**config.mk**
```make
export PLATFORM = sky130hd
export DESIGN_NAME = sar_adc_sequencer
export DESIGN_NICKNAME = d
export VERILOG_FILES = /design/src/rtl/sar_adc_pkg.sv /design/src/rtl/result_store.sv /design/src/rtl/sar_adc_sequencer.sv
export VERILOG_INCLUDE_DIRS = /design/src /design/src/rtl
export SDC_FILE = /design/constraint.sdc
export NUM_CORES = 1
export LEC_CHECK = 0
export BUFFER_PORTS_ARGS = -buffer_cell sky130_fd_sc_hd__buf_2
export CORE_MARGIN = 10
export CORE_UTILIZATION = 59
export DETAILED_ROUTE_END_ITERATION = 7
export PLACE_DENSITY_LB_ADDON = 0.25
export SLEW_MARGIN = 20
export SYNTH_ARGS = -nofsm -noshare
export SYNTH_HDL_FRONTEND = slang
export SYNTH_SLANG_ARGS = --single-unit
export TNS_END_PERCENT = 30
```
**constraint.sdc**
```tcl
create_clock -name clk_i -period 8.57 [get_ports clk_i]
set_input_delay 1.2855 -clock clk_i [delete_from_list [all_inputs] [get_ports clk_i]]
set_output_delay 1.2855 -clock clk_i [all_outputs]
set_load 0.01 [all_outputs]
```
**src/rtl/sar_adc_map.svh**
```systemverilog
// Register offsets, field positions, reset values and timing counts
`ifndef SAR_ADC_MAP_SVH
`define SAR_ADC_MAP_SVH
`define ADC_CONTROL_ONE_IDX 8'h0E
`define ADC_CONTROL_TWO_IDX 8'h0F
`define ADC_RESULT_LOW_STATUS_IDX 8'h20
`define ADC_RESULT_HIGH_IDX 8'h21
`define ADC_POWER_CTRL_IDX 8'h30
`define ADC_SAR_DATA_IDX 8'h31
`define ADC_CONTROL_ONE_RST 8'h10
`define ADC_CONTROL_TWO_RST 8'h10
`define START_BIT 7
`define MODE_HI 6
`define MODE_LO 5
`define AIN_DIS_BIT 4
`define CHAN_HI 3
`define CHAN_LO 0
`define LADDER_BIT 5
`define FIXED_ONE_BIT 4
`define TIME_HI 3
`define TIME_LO 1
`define END_FLAG_BIT 5
`define BUSY_FLAG_BIT 4
`define CYC_000 11'd39
`define CYC_010 11'd78
`define CYC_011 11'd156
`define CYC_100 11'd312
`define CYC_101 11'd624
`define CYC_110 11'd1248
`endif

```
**src/rtl/sar_adc_pkg.sv**
```systemverilog
// Types shared by the converter sequencer
package sar_adc_pkg;
    typedef enum logic [1:0] {
        MODE_OFF = 2'h0,
        MODE_SOFT = 2'h1,
        MODE_RSVD = 2'h2,
        MODE_REPEAT = 2'h3
    } op_mode_type;
    typedef enum {
        ST_IDLE,
        ST_CONV
    } seq_state_type;
endpackage : sar_adc_pkg

```
**src/rtl/result_store.sv**
```systemverilog
// Small register memory holding the last stored conversion result
`timescale 1ns/1ps
module result_store #(
    parameter int WIDTH = 10
) (
    input wire logic clk_i,
    input wire logic rst_i,
    input wire logic wr_i,
    input wire logic [WIDTH-1:0] wdata_i,
    output logic [WIDTH-1:0] rdata_o
);
    // Refused at elaboration, before any logic exists
    if (WIDTH < 1) begin : g_bad_width
        $error("WIDTH must be positive");
    end
    logic [WIDTH-1:0] mem_q;
    always_ff @(posedge clk_i) begin
        if (rst_i) begin
            mem_q <= '0;
        end else if (wr_i) begin
            mem_q <= wdata_i;
        end
    end
    assign rdata_o = mem_q;
endmodule : result_store

```
**src/rtl/sar_adc_sequencer.sv**
```systemverilog
// Control, sequencing and status for the 10-bit SAR converter
`timescale 1ns/1ps
`include "sar_adc_map.svh"
// Function
// RULE_01 - Mode 00 off, 01 software start, 11 repeat, 10 reserved.
// RULE_02 - In software mode writing start converts the selected channel.
// RULE_03 - Start bit clears itself once conversion has begun.
// RULE_04 - Channel codes 0 to 7 pick inputs; 8 upward reserved.
// RULE_05 - Analog input control bit one disables the inputs.
// RULE_06 - Software changes channel only while busy reads zero.
// RULE_07 - Low-power entry resets both control registers and blocks writes.
// RULE_08 - Time code selects 39 to 1248 clock cycles; 001, 111 reserved.
// RULE_09 - Software avoids inhibited time codes at its clock rate.
// RULE_10 - Bit 5 selects ladder connected during conversion or always.
// RULE_11 - Software writes zero to bit 0 and one to bit 4.
// RULE_12 - Control two bits 6 and 7 read undefined.
// RULE_13 - Result bits 9..2 in high register, 1..0 in low bits 7..6.
// RULE_14 - Reading high result register clears the end flag.
// RULE_15 - Busy sets at start, clears at finish or low-power entry.
// RULE_16 - Low status register bits 3..0 read unstable data.
// RULE_17 - Completion stores result, sets end flag and raises interrupt.
// RULE_18 - Software does not restart while a conversion runs.
// RULE_19 - Repeat mode starts the next conversion after each completion.
// RULE_20 - Writing mode 00 aborts at once and discards the partial result.
// RULE_21 - Count selected cycles and make ten MSB-first bit decisions.
module sar_adc_sequencer #(
    parameter int RES_BITS = 10
) (
    input wire logic clk_i,
    input wire logic rst_i,
    input wire logic wb_cyc_i,
    input wire logic wb_stb_i,
    input wire logic wb_we_i,
    input wire logic [7:0] wb_adr_i,
    input wire logic [3:0] wb_sel_i,
    input wire logic [31:0] wb_dat_i,
    output logic [31:0] wb_dat_o,
    output logic wb_ack_o,
    input wire logic comp_i,
    output logic [3:0] channel_select_o,
    output logic analog_in_disable_o,
    output logic ladder_on_o,
    output logic sample_o,
    output logic [RES_BITS-1:0] dac_code_o,
    output logic conv_done_irq_o
);
    // Bit layout of the result registers is fixed at ten bits
    if (RES_BITS != 10) begin : g_bad_res
        $error("RES_BITS must be 10");
    end
    // Register image
    logic [7:0] ctl1_q;
    // Bits 6 and 7 are not kept; they read as zero
    logic [5:0] ctl2_q;
    logic low_power_q;
    logic end_flag_q;
    logic busy_q;
    logic ack_q;
    logic [31:0] rdat_q;
    logic irq_q;
    logic [10:0] cyc_cnt_q;
    logic [10:0] conv_len_q;
    logic [3:0] bit_idx_q;
    logic [9:0] sar_q;
    logic [9:0] result;
    logic store;
    sar_adc_pkg::seq_state_type state_q;
    // Time code to cycle count
    function automatic logic [10:0] conv_cycles(input logic [2:0] code);
        unique case (code)
            3'h0: conv_cycles = `CYC_000;
            3'h2: conv_cycles = `CYC_010;
            3'h3: conv_cycles = `CYC_011;
            3'h4: conv_cycles = `CYC_100;
            3'h5: conv_cycles = `CYC_101;
            3'h6: conv_cycles = `CYC_110;
            default: conv_cycles = `CYC_000;
        endcase
    endfunction : conv_cycles
    function automatic logic sel_idx(input logic [7:0] adr,
            input logic [7:0] idx);
        sel_idx = (adr == {idx[5:0], 2'h0});
    endfunction : sel_idx
    // Bus decode
    logic bus_req;
    logic wr_lane0;
    logic wr_ctl1;
    logic wr_ctl2;
    logic rd_high;
    sar_adc_pkg::op_mode_type mode;
    logic start_req;
    logic abort;
    assign bus_req = wb_cyc_i && wb_stb_i && !ack_q;
    assign wr_lane0 = bus_req && wb_we_i && wb_sel_i[0];
    assign wr_ctl1 = wr_lane0 && !low_power_q &&
        sel_idx(wb_adr_i, `ADC_CONTROL_ONE_IDX); // RULE_07
    assign wr_ctl2 = wr_lane0 && !low_power_q &&
        sel_idx(wb_adr_i, `ADC_CONTROL_TWO_IDX); // RULE_07
    assign rd_high = bus_req && !wb_we_i &&
        sel_idx(wb_adr_i, `ADC_RESULT_HIGH_IDX);
    assign mode = sar_adc_pkg::op_mode_type'(ctl1_q[`MODE_HI:`MODE_LO]);
    // Reserved mode 10 never starts
    assign start_req = ctl1_q[`START_BIT] &&
        (mode == sar_adc_pkg::MODE_SOFT ||
        mode == sar_adc_pkg::MODE_REPEAT); // RULE_01 RULE_02
    assign abort = low_power_q ||
        (mode == sar_adc_pkg::MODE_OFF); // RULE_20
    assign store = (state_q == sar_adc_pkg::ST_CONV) && !abort &&
        (cyc_cnt_q == conv_len_q - 11'd1);
    // Last decision folds into the stored value
    assign result = {sar_q[9:1], comp_i}; // RULE_21
    always_ff @(posedge clk_i) begin
        if (rst_i) begin
            ack_q <= 1'b0;
        end else begin
            ack_q <= bus_req;
        end
    end
    always_ff @(posedge clk_i) begin
        if (rst_i) begin
            low_power_q <= 1'b0;
        end else if (wr_lane0 && sel_idx(wb_adr_i, `ADC_POWER_CTRL_IDX)) begin
            low_power_q <= wb_dat_i[0];
        end
    end
    always_ff @(posedge clk_i) begin
        if (rst_i || low_power_q) begin
            ctl1_q <= `ADC_CONTROL_ONE_RST; // RULE_07
        end else begin
            if (wr_ctl1) begin
                ctl1_q <= wb_dat_i[7:0];
            end
            if (state_q == sar_adc_pkg::ST_IDLE && start_req) begin
                ctl1_q[`START_BIT] <= 1'b0; // RULE_03
            end
        end
    end
    always_ff @(posedge clk_i) begin
        if (rst_i || low_power_q) begin
            ctl2_q <= 6'(`ADC_CONTROL_TWO_RST); // RULE_07
        end else if (wr_ctl2) begin
            ctl2_q <= wb_dat_i[5:0];
        end
    end
    // Sequencer
    always_ff @(posedge clk_i) begin
        if (rst_i || abort) begin
            state_q <= sar_adc_pkg::ST_IDLE; // RULE_20
            cyc_cnt_q <= 11'd0;
            bit_idx_q <= 4'd9;
            sar_q <= 10'h200;
            conv_len_q <= `CYC_000;
        end else begin
            unique case (state_q)
                sar_adc_pkg::ST_IDLE: begin
                    if (start_req) begin
                        state_q <= sar_adc_pkg::ST_CONV;
                        cyc_cnt_q <= 11'd0;
                        bit_idx_q <= 4'd9;
                        sar_q <= 10'h200;
                        conv_len_q <= conv_cycles(
                            ctl2_q[`TIME_HI:`TIME_LO]); // RULE_08
                    end
                end
                sar_adc_pkg::ST_CONV: begin
                    cyc_cnt_q <= cyc_cnt_q + 11'd1; // RULE_21
                    // One decision every len/10 cycles, last at the end
                    if (store) begin
                        cyc_cnt_q <= 11'd0;
                        sar_q <= 10'h200;
                        bit_idx_q <= 4'd9;
                        if (mode != sar_adc_pkg::MODE_REPEAT) begin
                            state_q <= sar_adc_pkg::ST_IDLE;
                        end // RULE_19
                    end else if (bit_idx_q != 4'd0 &&
                        cyc_cnt_q == (conv_len_q / 11'd10) *
                        (11'd10 - {7'd0, bit_idx_q}) - 11'd1) begin
                        sar_q[bit_idx_q] <= comp_i; // RULE_21
                        sar_q[bit_idx_q - 4'd1] <= 1'b1;
                        bit_idx_q <= bit_idx_q - 4'd1;
                    end
                end
            endcase
        end
    end
    always_ff @(posedge clk_i) begin
        if (rst_i || low_power_q) begin
            busy_q <= 1'b0; // RULE_15
        end else if (state_q == sar_adc_pkg::ST_IDLE && start_req) begin
            busy_q <= 1'b1; // RULE_15
        end else if (abort ||
            (store && mode != sar_adc_pkg::MODE_REPEAT)) begin
            busy_q <= 1'b0; // RULE_15
        end
    end
    always_ff @(posedge clk_i) begin
        if (rst_i || low_power_q) begin
            end_flag_q <= 1'b0;
        end else if (store) begin
            end_flag_q <= 1'b1; // RULE_17
        end else if (rd_high) begin
            end_flag_q <= 1'b0; // RULE_14
        end
    end
    always_ff @(posedge clk_i) begin
        if (rst_i) begin
            irq_q <= 1'b0;
        end else begin
            irq_q <= store; // RULE_17
        end
    end
    logic [9:0] res_q;
    logic res_clr;
    assign res_clr = rst_i || low_power_q;
    result_store #(
        .WIDTH(10)
    ) u_result (
        .clk_i(clk_i),
        .rst_i(res_clr),
        .wr_i(store), // RULE_17
        .wdata_i(result),
        .rdata_o(res_q)
    );
    // Read mux
    always_ff @(posedge clk_i) begin
        if (rst_i) begin
            rdat_q <= 32'h0;
        end else if (bus_req && !wb_we_i) begin
            rdat_q <= 32'h0;
            if (sel_idx(wb_adr_i, `ADC_CONTROL_ONE_IDX)) begin
                rdat_q[7:0] <= ctl1_q;
            end else if (sel_idx(wb_adr_i, `ADC_CONTROL_TWO_IDX)) begin
                // Upper two bits undefined; drive zero
                rdat_q[7:0] <= {2'h0, ctl2_q}; // RULE_12
            end else if (sel_idx(wb_adr_i, `ADC_RESULT_HIGH_IDX)) begin
                rdat_q[7:0] <= res_q[9:2]; // RULE_13
            end else if (sel_idx(wb_adr_i,
                `ADC_RESULT_LOW_STATUS_IDX)) begin
                // Unstable low nibble shows the live SAR bits
                rdat_q[7:0] <= {res_q[1:0], end_flag_q, busy_q,
                    sar_q[3:0]}; // RULE_13 RULE_16
            end else if (sel_idx(wb_adr_i, `ADC_POWER_CTRL_IDX)) begin
                rdat_q[0] <= low_power_q;
            end else if (sel_idx(wb_adr_i, `ADC_SAR_DATA_IDX)) begin
                rdat_q[9:0] <= sar_q;
            end
        end
    end
    assign wb_ack_o = ack_q;
    assign wb_dat_o = rdat_q;
    assign conv_done_irq_o = irq_q;
    assign channel_select_o = ctl1_q[`CHAN_HI:`CHAN_LO]; // RULE_04
    assign analog_in_disable_o = ctl1_q[`AIN_DIS_BIT]; // RULE_05
    assign ladder_on_o = !low_power_q && (ctl2_q[`LADDER_BIT] ||
        state_q == sar_adc_pkg::ST_CONV); // RULE_10
    assign sample_o = (state_q == sar_adc_pkg::ST_CONV) && bit_idx_q == 4'd9;
    assign dac_code_o = sar_q;
endmodule : sar_adc_sequencer

```
==> results of run 1 <==
## metrics by stage
step	instance area, sq um	instances
2_1_floorplan	7127	915
3_3_place_gp	7128	1033
3_5_place_dp	7128	1033
4_1_cts	7387	1048
5_1_grt	7387	1048
6_report	7387	1048
## final cells by class
type / instances / area (sq um)
multi-input combinational: 705 / 4932
timing repair buffer: 57 / 300.3
inverter: 52 / 195.2
fill: 1039 / 4178
tap: 143 / 178.9
sequential: 76 / 1521
clock inverter: 5 / 30.03
clock buffer: 10 / 229.0
## sequential cells by signal (all words and copies together), names as in the netlist, 4 cells and up
register          flops
conv_len_q           11
cyc_cnt_q            11
wb_dat_o             10
u_result.rdata_o     10
ctl1_q                8
ctl2_q                6
bit_idx_q             4
dac_code_o           10
## metal layers
layer / GRT usage / routed length (microns)
met1: 0.2556 / 7852
met2: 0.3563 / 8394
met3: 0.03507 / 773
met4: 0.06355 / 285
met5: 0 / 0
## report_power, final
group	switching (mW)	internal, mW	leakage [nW]
registers	0.000855	0.355	0.613
logic	0.0200	0.00928	2.43
clock network	0.146	0.193	0.124
total	0.166	0.557	3.17
## logic make-up after synthesis
logic type                 share of synthesized area
and+or+nand+nor                               0.2617
AOI/OAI and AO/OA                             0.1717
buffers and inverters                        0.09604
DFF                                           0.2159
adders and majority gates                     0.1260
muxes                                        0.07634
xor gates and xnor gates                     0.05184
other                                      0.0005321
## final timing paths
check                start           end  slack, ns  cells past startpoint
max          conv_len_q[8]  bit_idx_q[0]       0.76                     24
min            wb_dat_o[8]   wb_dat_o[8]       0.46                      2
max reg2reg  conv_len_q[8]  bit_idx_q[0]       0.76                     24
min reg2reg    wb_dat_o[8]   wb_dat_o[8]       0.46                      2
## placed cells by master, fill, tap and decap left out, types with 5 or more instances in the layout
| master | n |
|---|---|
| nor2b_1 | 12 |
| o22ai_1 | 6 |
| nand2b_1 | 17 |
| nor4_1 | 7 |
| nor2_1 | 95 |
| o21ai_0 | 40 |
| dfxtp_1 | 76 |
| o31ai_1 | 6 |
| ha_1 | 35 |
| nor3_1 | 28 |
| clkbuf_16 | 9 |
| nand2_1 | 84 |
| xnor2_1 | 23 |
| buf_2 | 51 |
| a221oi_1 | 10 |
| o21a_1 | 6 |
| o221ai_1 | 6 |
| o21ai_1 | 5 |
| buf_4 | 6 |
| a31oi_1 | 7 |
| nand3_1 | 22 |
| and3_1 | 29 |
| a22oi_1 | 8 |
| fa_1 | 22 |
| and2_1 | 5 |
| conb_1 | 22 |
| xor2_1 | 15 |
| inv_1 | 50 |
| mux2i_1 | 49 |
| a21oi_1 | 41 |
| or2_2 | 10 |
| nand3b_1 | 10 |
## critical path: cells and delay by family (launching register included)
| kind | cells | cell delay (ns) |
|---|---|---|
| adder cells (fa/ha/maj) | 5 | 2.06 |
| flip-flops | 1 | 0.77 |
| multiplexers | 1 | 0.34 |
| AO/OA/AOI/OAI | 8 | 2.40 |
| buffers and inverters | 1 | 0.06 |
| AND/OR/NAND/NOR | 9 | 2.04 |
==> summary.md, run 1 <==
| Metric | Value |
|---|---|
| Status | `finished clean` |
| Leakage power | `3.167 nW` |
| # DRC | `0` |
| Reg clk slew, reported paths | `0.06 ns` |
| Cts hold-fix bufs | `0` |
| Min Hold Slack | `0.4628 ns` |
| Die area | `16720 sq um` |
| # rows | `39` |
| Die H | `129.3 microns` |
| Synth cell types | `85` |
| Number of flops mapped to enable cells by yosys | `0` |
| Area of the core | `11560 sq um` |
| Worst-Margin Slew | `0.9706 ns` |
| CP max-delay cell | `dfxtp_1` |
| CTS max path bufs | `2` |
| Antenna-violating nets left | `0` |
| Overall power | `723.7 uW` |
| Cells along the critical path | `nor2b_1 -> and3_1 -> o21ai_1 -> nand3_1 -> nor2_1 -> o21ai_0 -> a311oi_1 -> o21ai_0 -> ha_1 -> fa_1 -> inv_1 -> fa_1 -> ha_1 -> ha_1 -> a21oi_2 -> a21oi_1 -> or4_4 -> a2111oi_4 -> nand3b_1 -> mux2i_2 -> nand3_1 -> o211ai_4 -> and4_1 -> nor3_2` |
| IO buf count | `51` |
| Final hold violation count | `0` |
| Tmin final | `7.813 ns` |
| Num ports | `101` |
| TNS Setup | `0 ns` |
| Pin count of the biggest net entering global routing | `32` |
| Worst Setup End Kind | `flop` |
| Share of cells above drive strength 1 | `0.1204` |
| CTS buffer count | `9` |
| Setup violators final | `0` |
| Cell area after synthesis | `7048 sq um` |
| Most used cell, CP | `ha_1` |
| Syn_area_per_cell | `7.884 sq um` |
| Initial core utilization | `0.6094` |
| Max incr delay on CP | `0.77 ns` |
| Average wire per standard cell | `16.51 microns` |
| Fin crit share | `0.9117` |
| Hold crit path type | `flop to flop` |
| Top cells by count, synth | `95 x nor2_1, 84 x nand2_1, 76 x dfxtp_1` |
| H-tree Lvls | `3` |
| Worst Slack Setup Final | `0.7565 ns` |
| Post-synth top area cell | `dfxtp_1` |
| Setup crit start kind | `flop` |
| Peak fanout along the critical path | `20` |
| Layout Nets | `1008` |
| Most common cell in the netlist | `nor2_1` |
| Top FF cell, synth | `dfxtp_1` |
| Ys async rst share | `0` |
| Data required, critical path | `8.79 ns` |
| Clock Tree Root | `clkbuf_16` |
| Gr usage total | `0.2059` |
| DR vias | `6316` |
| Worst path arrival time | `8.03 ns` |
| Max rail drop VDD | `0.1394 mV` |
| PD cells | `97.96 nW/um^2` |
| Slew headroom | `0.3476` |
| Initial antenna violation count | `0` |
| # resized after CTS | `0` |
| Placement Setup Slack | `0.8254 ns` |
| Final HPWL DP | `12.75 mm` |
| Width of the die | `129.3 microns` |
| # diodes | `0` |
| DR iter-0 viols | `466` |
| Skew final | `0.006230 ns` |
| WS Path Type | `flop to flop` |
| Vias in the first global route | `6008` |
| Area growth, synth to finish | `4.811%` |
| Yosys top cell area share | `0.2159` |
| Fmax | `128.0 MHz` |
| Global-route wire length before repair | `28.77 mm` |
| Post-CTS setup buffer count | `0` |
| YS warnings | `0` |
| Routed wire length | `17.31 mm` |
| Drt pass-1 iters | `5` |
| Max_cap viols | `0` |
| Syn Inst Count | `894` |
| Largest cells by area after synthesis | `dfxtp_1 22%, mux2i_1 7.0%, fa_1 6.2%` |
| CTS tree | `built` |
| Final Max Slew Viols | `0` |
| Worst-skew pair later-pin latency | `0.34 ns` |
| Sink Count | `76` |
| Flops & latches, synth | `76` |
| Sequential share of the synthesized area | `0.2159` |
| Vias/cell | `6.027` |
| Final Util | `0.6388` |
| RSZ-0062 raised after global routing | `false` |
| Grt total ovfl | `0` |
| Final Wtd Congestion | `0.9216` |
No activity file was read; power rests on OpenSTA's default activity.
==> run 2, diff against run 1 <==
- ABC_AREA: not set -> 1
- CORE_UTILIZATION: 59 -> 58
==> run 2 against run 1 <==
Against the previous run: register-to-register slack improved by 0.06 ns; sequential share of layout area is 2.3 points higher; sequential power barely moved; die area fell by 8.2%; via count down 13%; non-clock buffer count shrank 5; synthesized cell count is 0.45% higher; largest power group unchanged; highest routed layer unchanged.
==> summary.md, run 2 <==
| Metric | Value |
|---|---|
| Most frequent cells in the layout | `157 x nand2_1, 132 x inv_1, 92 x nor2_1 (was 95 x nor2_1, 84 x nand2_1, 76 x dfxtp_1)` |
| Skew final | `0.01478 ns (was 0.006230 ns)` |
| CTS max path bufs | `2 (unchanged)` |
| Sequential Power Share | `0.544 (was 0.492)` |
| Share of cells above drive strength 1 | `0.1441 (was 0.1204)` |
| Initial antenna violation count | `0 (unchanged)` |
| Final Max Slew Viols | `0 (unchanged)` |
| Num ports | `101 (unchanged)` |
| Global-route wire length before repair | `24.18 mm (was 28.77 mm)` |
| Placement Setup Slack | `0.6573 ns (was 0.8254 ns)` |
| WL met3 | `843 microns (was 773 microns)` |
| Antenna-violating nets left | `0 (unchanged)` |
| Final instance area | `6646 sq um (was 7387 sq um)` |
| # diodes | `0 (unchanged)` |
| Final Wtd Congestion | `0.9269 (was 0.9216)` |
| Leakage power | `3.145 nW (was 3.167 nW)` |
| Sequential share of the synthesized area | `0.2432 (was 0.2159)` |
| Yosys top cell area share | `0.2432 (was 0.2159)` |
| Post-DP Area | `6444 sq um (was 7128 sq um)` |
| Area growth, synth to finish | `6.240% (was 4.811%)` |
| CTS buffer count | `9 (unchanged)` |
| Synth cell types | `49 (was 85)` |
| Average wire per standard cell | `13.46 microns (was 16.51 microns)` |
| Routed wire length | `14.44 mm (was 17.31 mm)` |
| WS Path Type | `flop to flop (unchanged)` |
| RSZ-0062 raised after global routing | `false (unchanged)` |
| Drt pass-1 iters | `5 (unchanged)` |
| FILL cells | `977 (was 1039)` |
| Initial core utilization | `0.6006 (was 0.6094)` |
| TNS Setup | `0 ns (unchanged)` |
| Top cells by count, synth | `157 x nand2_1, 132 x inv_1, 93 x nor2_1 (was 95 x nor2_1, 84 x nand2_1, 76 x dfxtp_1)` |
| Sink Count | `76 (unchanged)` |
| Top Registers | `conv_len_q (11), cyc_cnt_q (11) (unchanged)` |
| Largest cells by area after synthesis | `dfxtp_1 24%, nand2_1 9.4%, inv_1 7.9% (was dfxtp_1 22%, mux2i_1 7.0%, fa_1 6.2%)` |
| Wire length on met2 | `6.672 mm (was 8.394 mm)` |
| Width of the die | `123.9 microns (was 129.3 microns)` |
| Die area | `15340 sq um (was 16720 sq um)` |
| Power Internal | `473.4 uW (was 557.2 uW)` |
| Top Layer Used | `met4 (unchanged)` |
| Worst Setup End Kind | `flop (unchanged)` |
| Layout Nets | `1039 (was 1008)` |
| Sw frac | `0.2722 (was 0.2300)` |
| Flops & latches, synth | `76 (unchanged)` |
| PD cells | `97.86 nW/um^2 (was 97.96 nW/um^2)` |
| Sw Pwr | `177.0 uW (was 166.4 uW)` |
| Data required, critical path | `8.87 ns (was 8.79 ns)` |
| Clock power frac | `0.421 (was 0.467)` |
| IO buf count | `51 (unchanged)` |
| Cell area after synthesis | `6256 sq um (was 7048 sq um)` |
| Max_cap viols | `0 (unchanged)` |
| Peak fanout along the critical path | `25 (was 20)` |
| Fin crit share | `0.9048 (was 0.9117)` |
| DR vias | `5521 (was 6316)` |
| # rows | `37 (was 39)` |
| Worst Slack Setup Final | `0.8163 ns (was 0.7565 ns)` |
| Final hold violation count | `0 (unchanged)` |
| Area of the core | `10420 sq um (was 11560 sq um)` |
| Post-CTS setup buffer count | `0 (unchanged)` |
| Top FF cell, synth | `dfxtp_1 (unchanged)` |
| Vias/cell | `5.145 (was 6.027)` |
| Overall power | `650.4 uW (was 723.7 uW)` |
| Gr usage total | `0.1936 (was 0.2059)` |
| Ys async rst share | `0 (unchanged)` |
| WP buf/inv | `6 (was 1)` |
| Post-synth top area cell | `dfxtp_1 (unchanged)` |
| Combinational share of power | `0.035 (was 0.040)` |
| Cts hold-fix bufs | `0 (unchanged)` |
| Most common cell in the netlist | `nand2_1 (was nor2_1)` |
| Worst-Margin Slew | `1.061 ns (was 0.9706 ns)` |
| Number of flops mapped to enable cells by yosys | `0 (unchanged)` |
| Tmin final | `7.754 ns (was 7.813 ns)` |
| CTS tree | `built (unchanged)` |
| CP max-delay cell | `fa_1 (was dfxtp_1)` |
| Clock Tree Root | `clkbuf_8 (was clkbuf_16)` |
| Largest delay share family, worst path | `simple AND/OR/NAND/NOR gates (was compound AO/OA/AOI/OAI gates)` |
| Hold crit path type | `flop to flop (unchanged)` |
| Setup violators final | `0 (unchanged)` |
| Max rail drop VDD | `0.1018 mV (was 0.1394 mV)` |
| Max incr delay on CP | `0.60 ns (was 0.77 ns)` |
| Die H | `123.9 microns (was 129.3 microns)` |
| Final HPWL DP | `11.48 mm (was 12.75 mm)` |
| Status | `finished clean (unchanged)` |
| Reg clk slew, reported paths | `0.09 ns (was 0.06 ns)` |
| Metal-1 WL | `6.689 mm (was 7.852 mm)` |
| Worst path arrival time | `8.05 ns (was 8.03 ns)` |
| DR iter-0 viols | `410 (was 466)` |
| Slew headroom | `0.2903 (was 0.3476)` |
| Commonest non-fill, non-tap cell in the layout | `nand2_1 (was nor2_1)` |
| YS warnings | `0 (unchanged)` |
| Worst-skew pair later-pin latency | `0.38 ns (was 0.34 ns)` |
| H-tree Lvls | `3 (unchanged)` |
| # resized after CTS | `0 (unchanged)` |
| Fmax | `129.0 MHz (was 128.0 MHz)` |
| Setup crit start kind | `flop (unchanged)` |
| Pin count of the biggest net entering global routing | `26 (was 32)` |
| Syn Inst Count | `898 (was 894)` |
| Vias in the first global route | `5040 (was 6008)` |
| # DRC | `0 (unchanged)` |
| Grt total ovfl | `0 (unchanged)` |
| Syn_area_per_cell | `6.967 sq um (was 7.884 sq um)` |
==> run 2: cell types whose count changed after synthesis, moves of 12 or more <==
cell / change
nor3_1: -18
nor2b_1: -12
nand2_4: +12
mux2i_1: -49
and3_1: -29
nand2b_1: -17
nand2_2: +23
nand2_1: +73
clkbuf_1: -13
a21oi_1: +22
inv_1: +82
buf_2: -13
nand3_1: +38
==> run 2: cells by family after synthesis <==
kind of cell | share of synthesized area
simple gates | 0.2872
buf+inv | 0.1418
compound gates | 0.1336
flops | 0.2432
fa+ha+maj | 0.1404
xor+xnor | 0.05320
other cells | 0.0005994
==> run 2: area by class of cell <==
class,count,area (sq um),share of cell area
Multi-Input combinational cell,648,3940,0.5928
Sequential cell,76,1521,0.2289
Inverter,145,563.0,0.08471
Timing Repair Buffer,52,262.8,0.03953
Tap cell,136,170.2,0.02560
Clock buffer,9,123.9,0.01864
Clock inverter,7,65.06,0.009789
==> run 2: tightest hold or removal path: stages (launching register included) <==
cell and delay [ns]:
dfxtp_1 0.33, inv_1 0.05, a21oi_1 0.05
==> run 2: through the flow <==
stage	hold slack [ns]	cells	utilization
after floorplan	0.4240	919	-
after global placement	0.4435	1057	0.6186
after detailed placement	0.4476	1057	0.6186
after CTS	0.4628	1073	0.6368
after global routing	0.4828	1073	0.6381
final	0.4596	1073	0.6381
==> run 2: worst paths after layout <==
path | startpoint | to | slack, ns | cells past startpoint
min reg2reg | u_result.rdata_o[4] | u_result.rdata_o[4] | 0.46 | 2
max reg2reg | conv_len_q[10] | dac_code_o[4] | 0.82 | 51
max | conv_len_q[10] | dac_code_o[4] | 0.82 | 51
min | u_result.rdata_o[4] | u_result.rdata_o[4] | 0.46 | 2
==> run 2: per-layer routing <==
metal | track usage | up-vias
li1 | - | 2896
met5 | 0 | -
met3 | 0.03167 | 19
met4 | 0.06550 | 0
met2 | 0.3175 | 151
met1 | 0.2531 | 2455
==> run 2: power by group through the flow <==
| stage | clock network [mW] | logic [mW] | registers [mW] |
|---|---|---|---|
| 2_1_floorplan | 0 | 0.0198 | 0.363 |
| 3_3_place_gp | 0 | 0.0218 | 0.362 |
| 3_5_place_dp | 0 | 0.0220 | 0.362 |
| 4_1_cts | 0.274 | 0.0221 | 0.354 |
| 5_1_grt | 0.289 | 0.0256 | 0.354 |
| 6_report | 0.274 | 0.0228 | 0.354 |
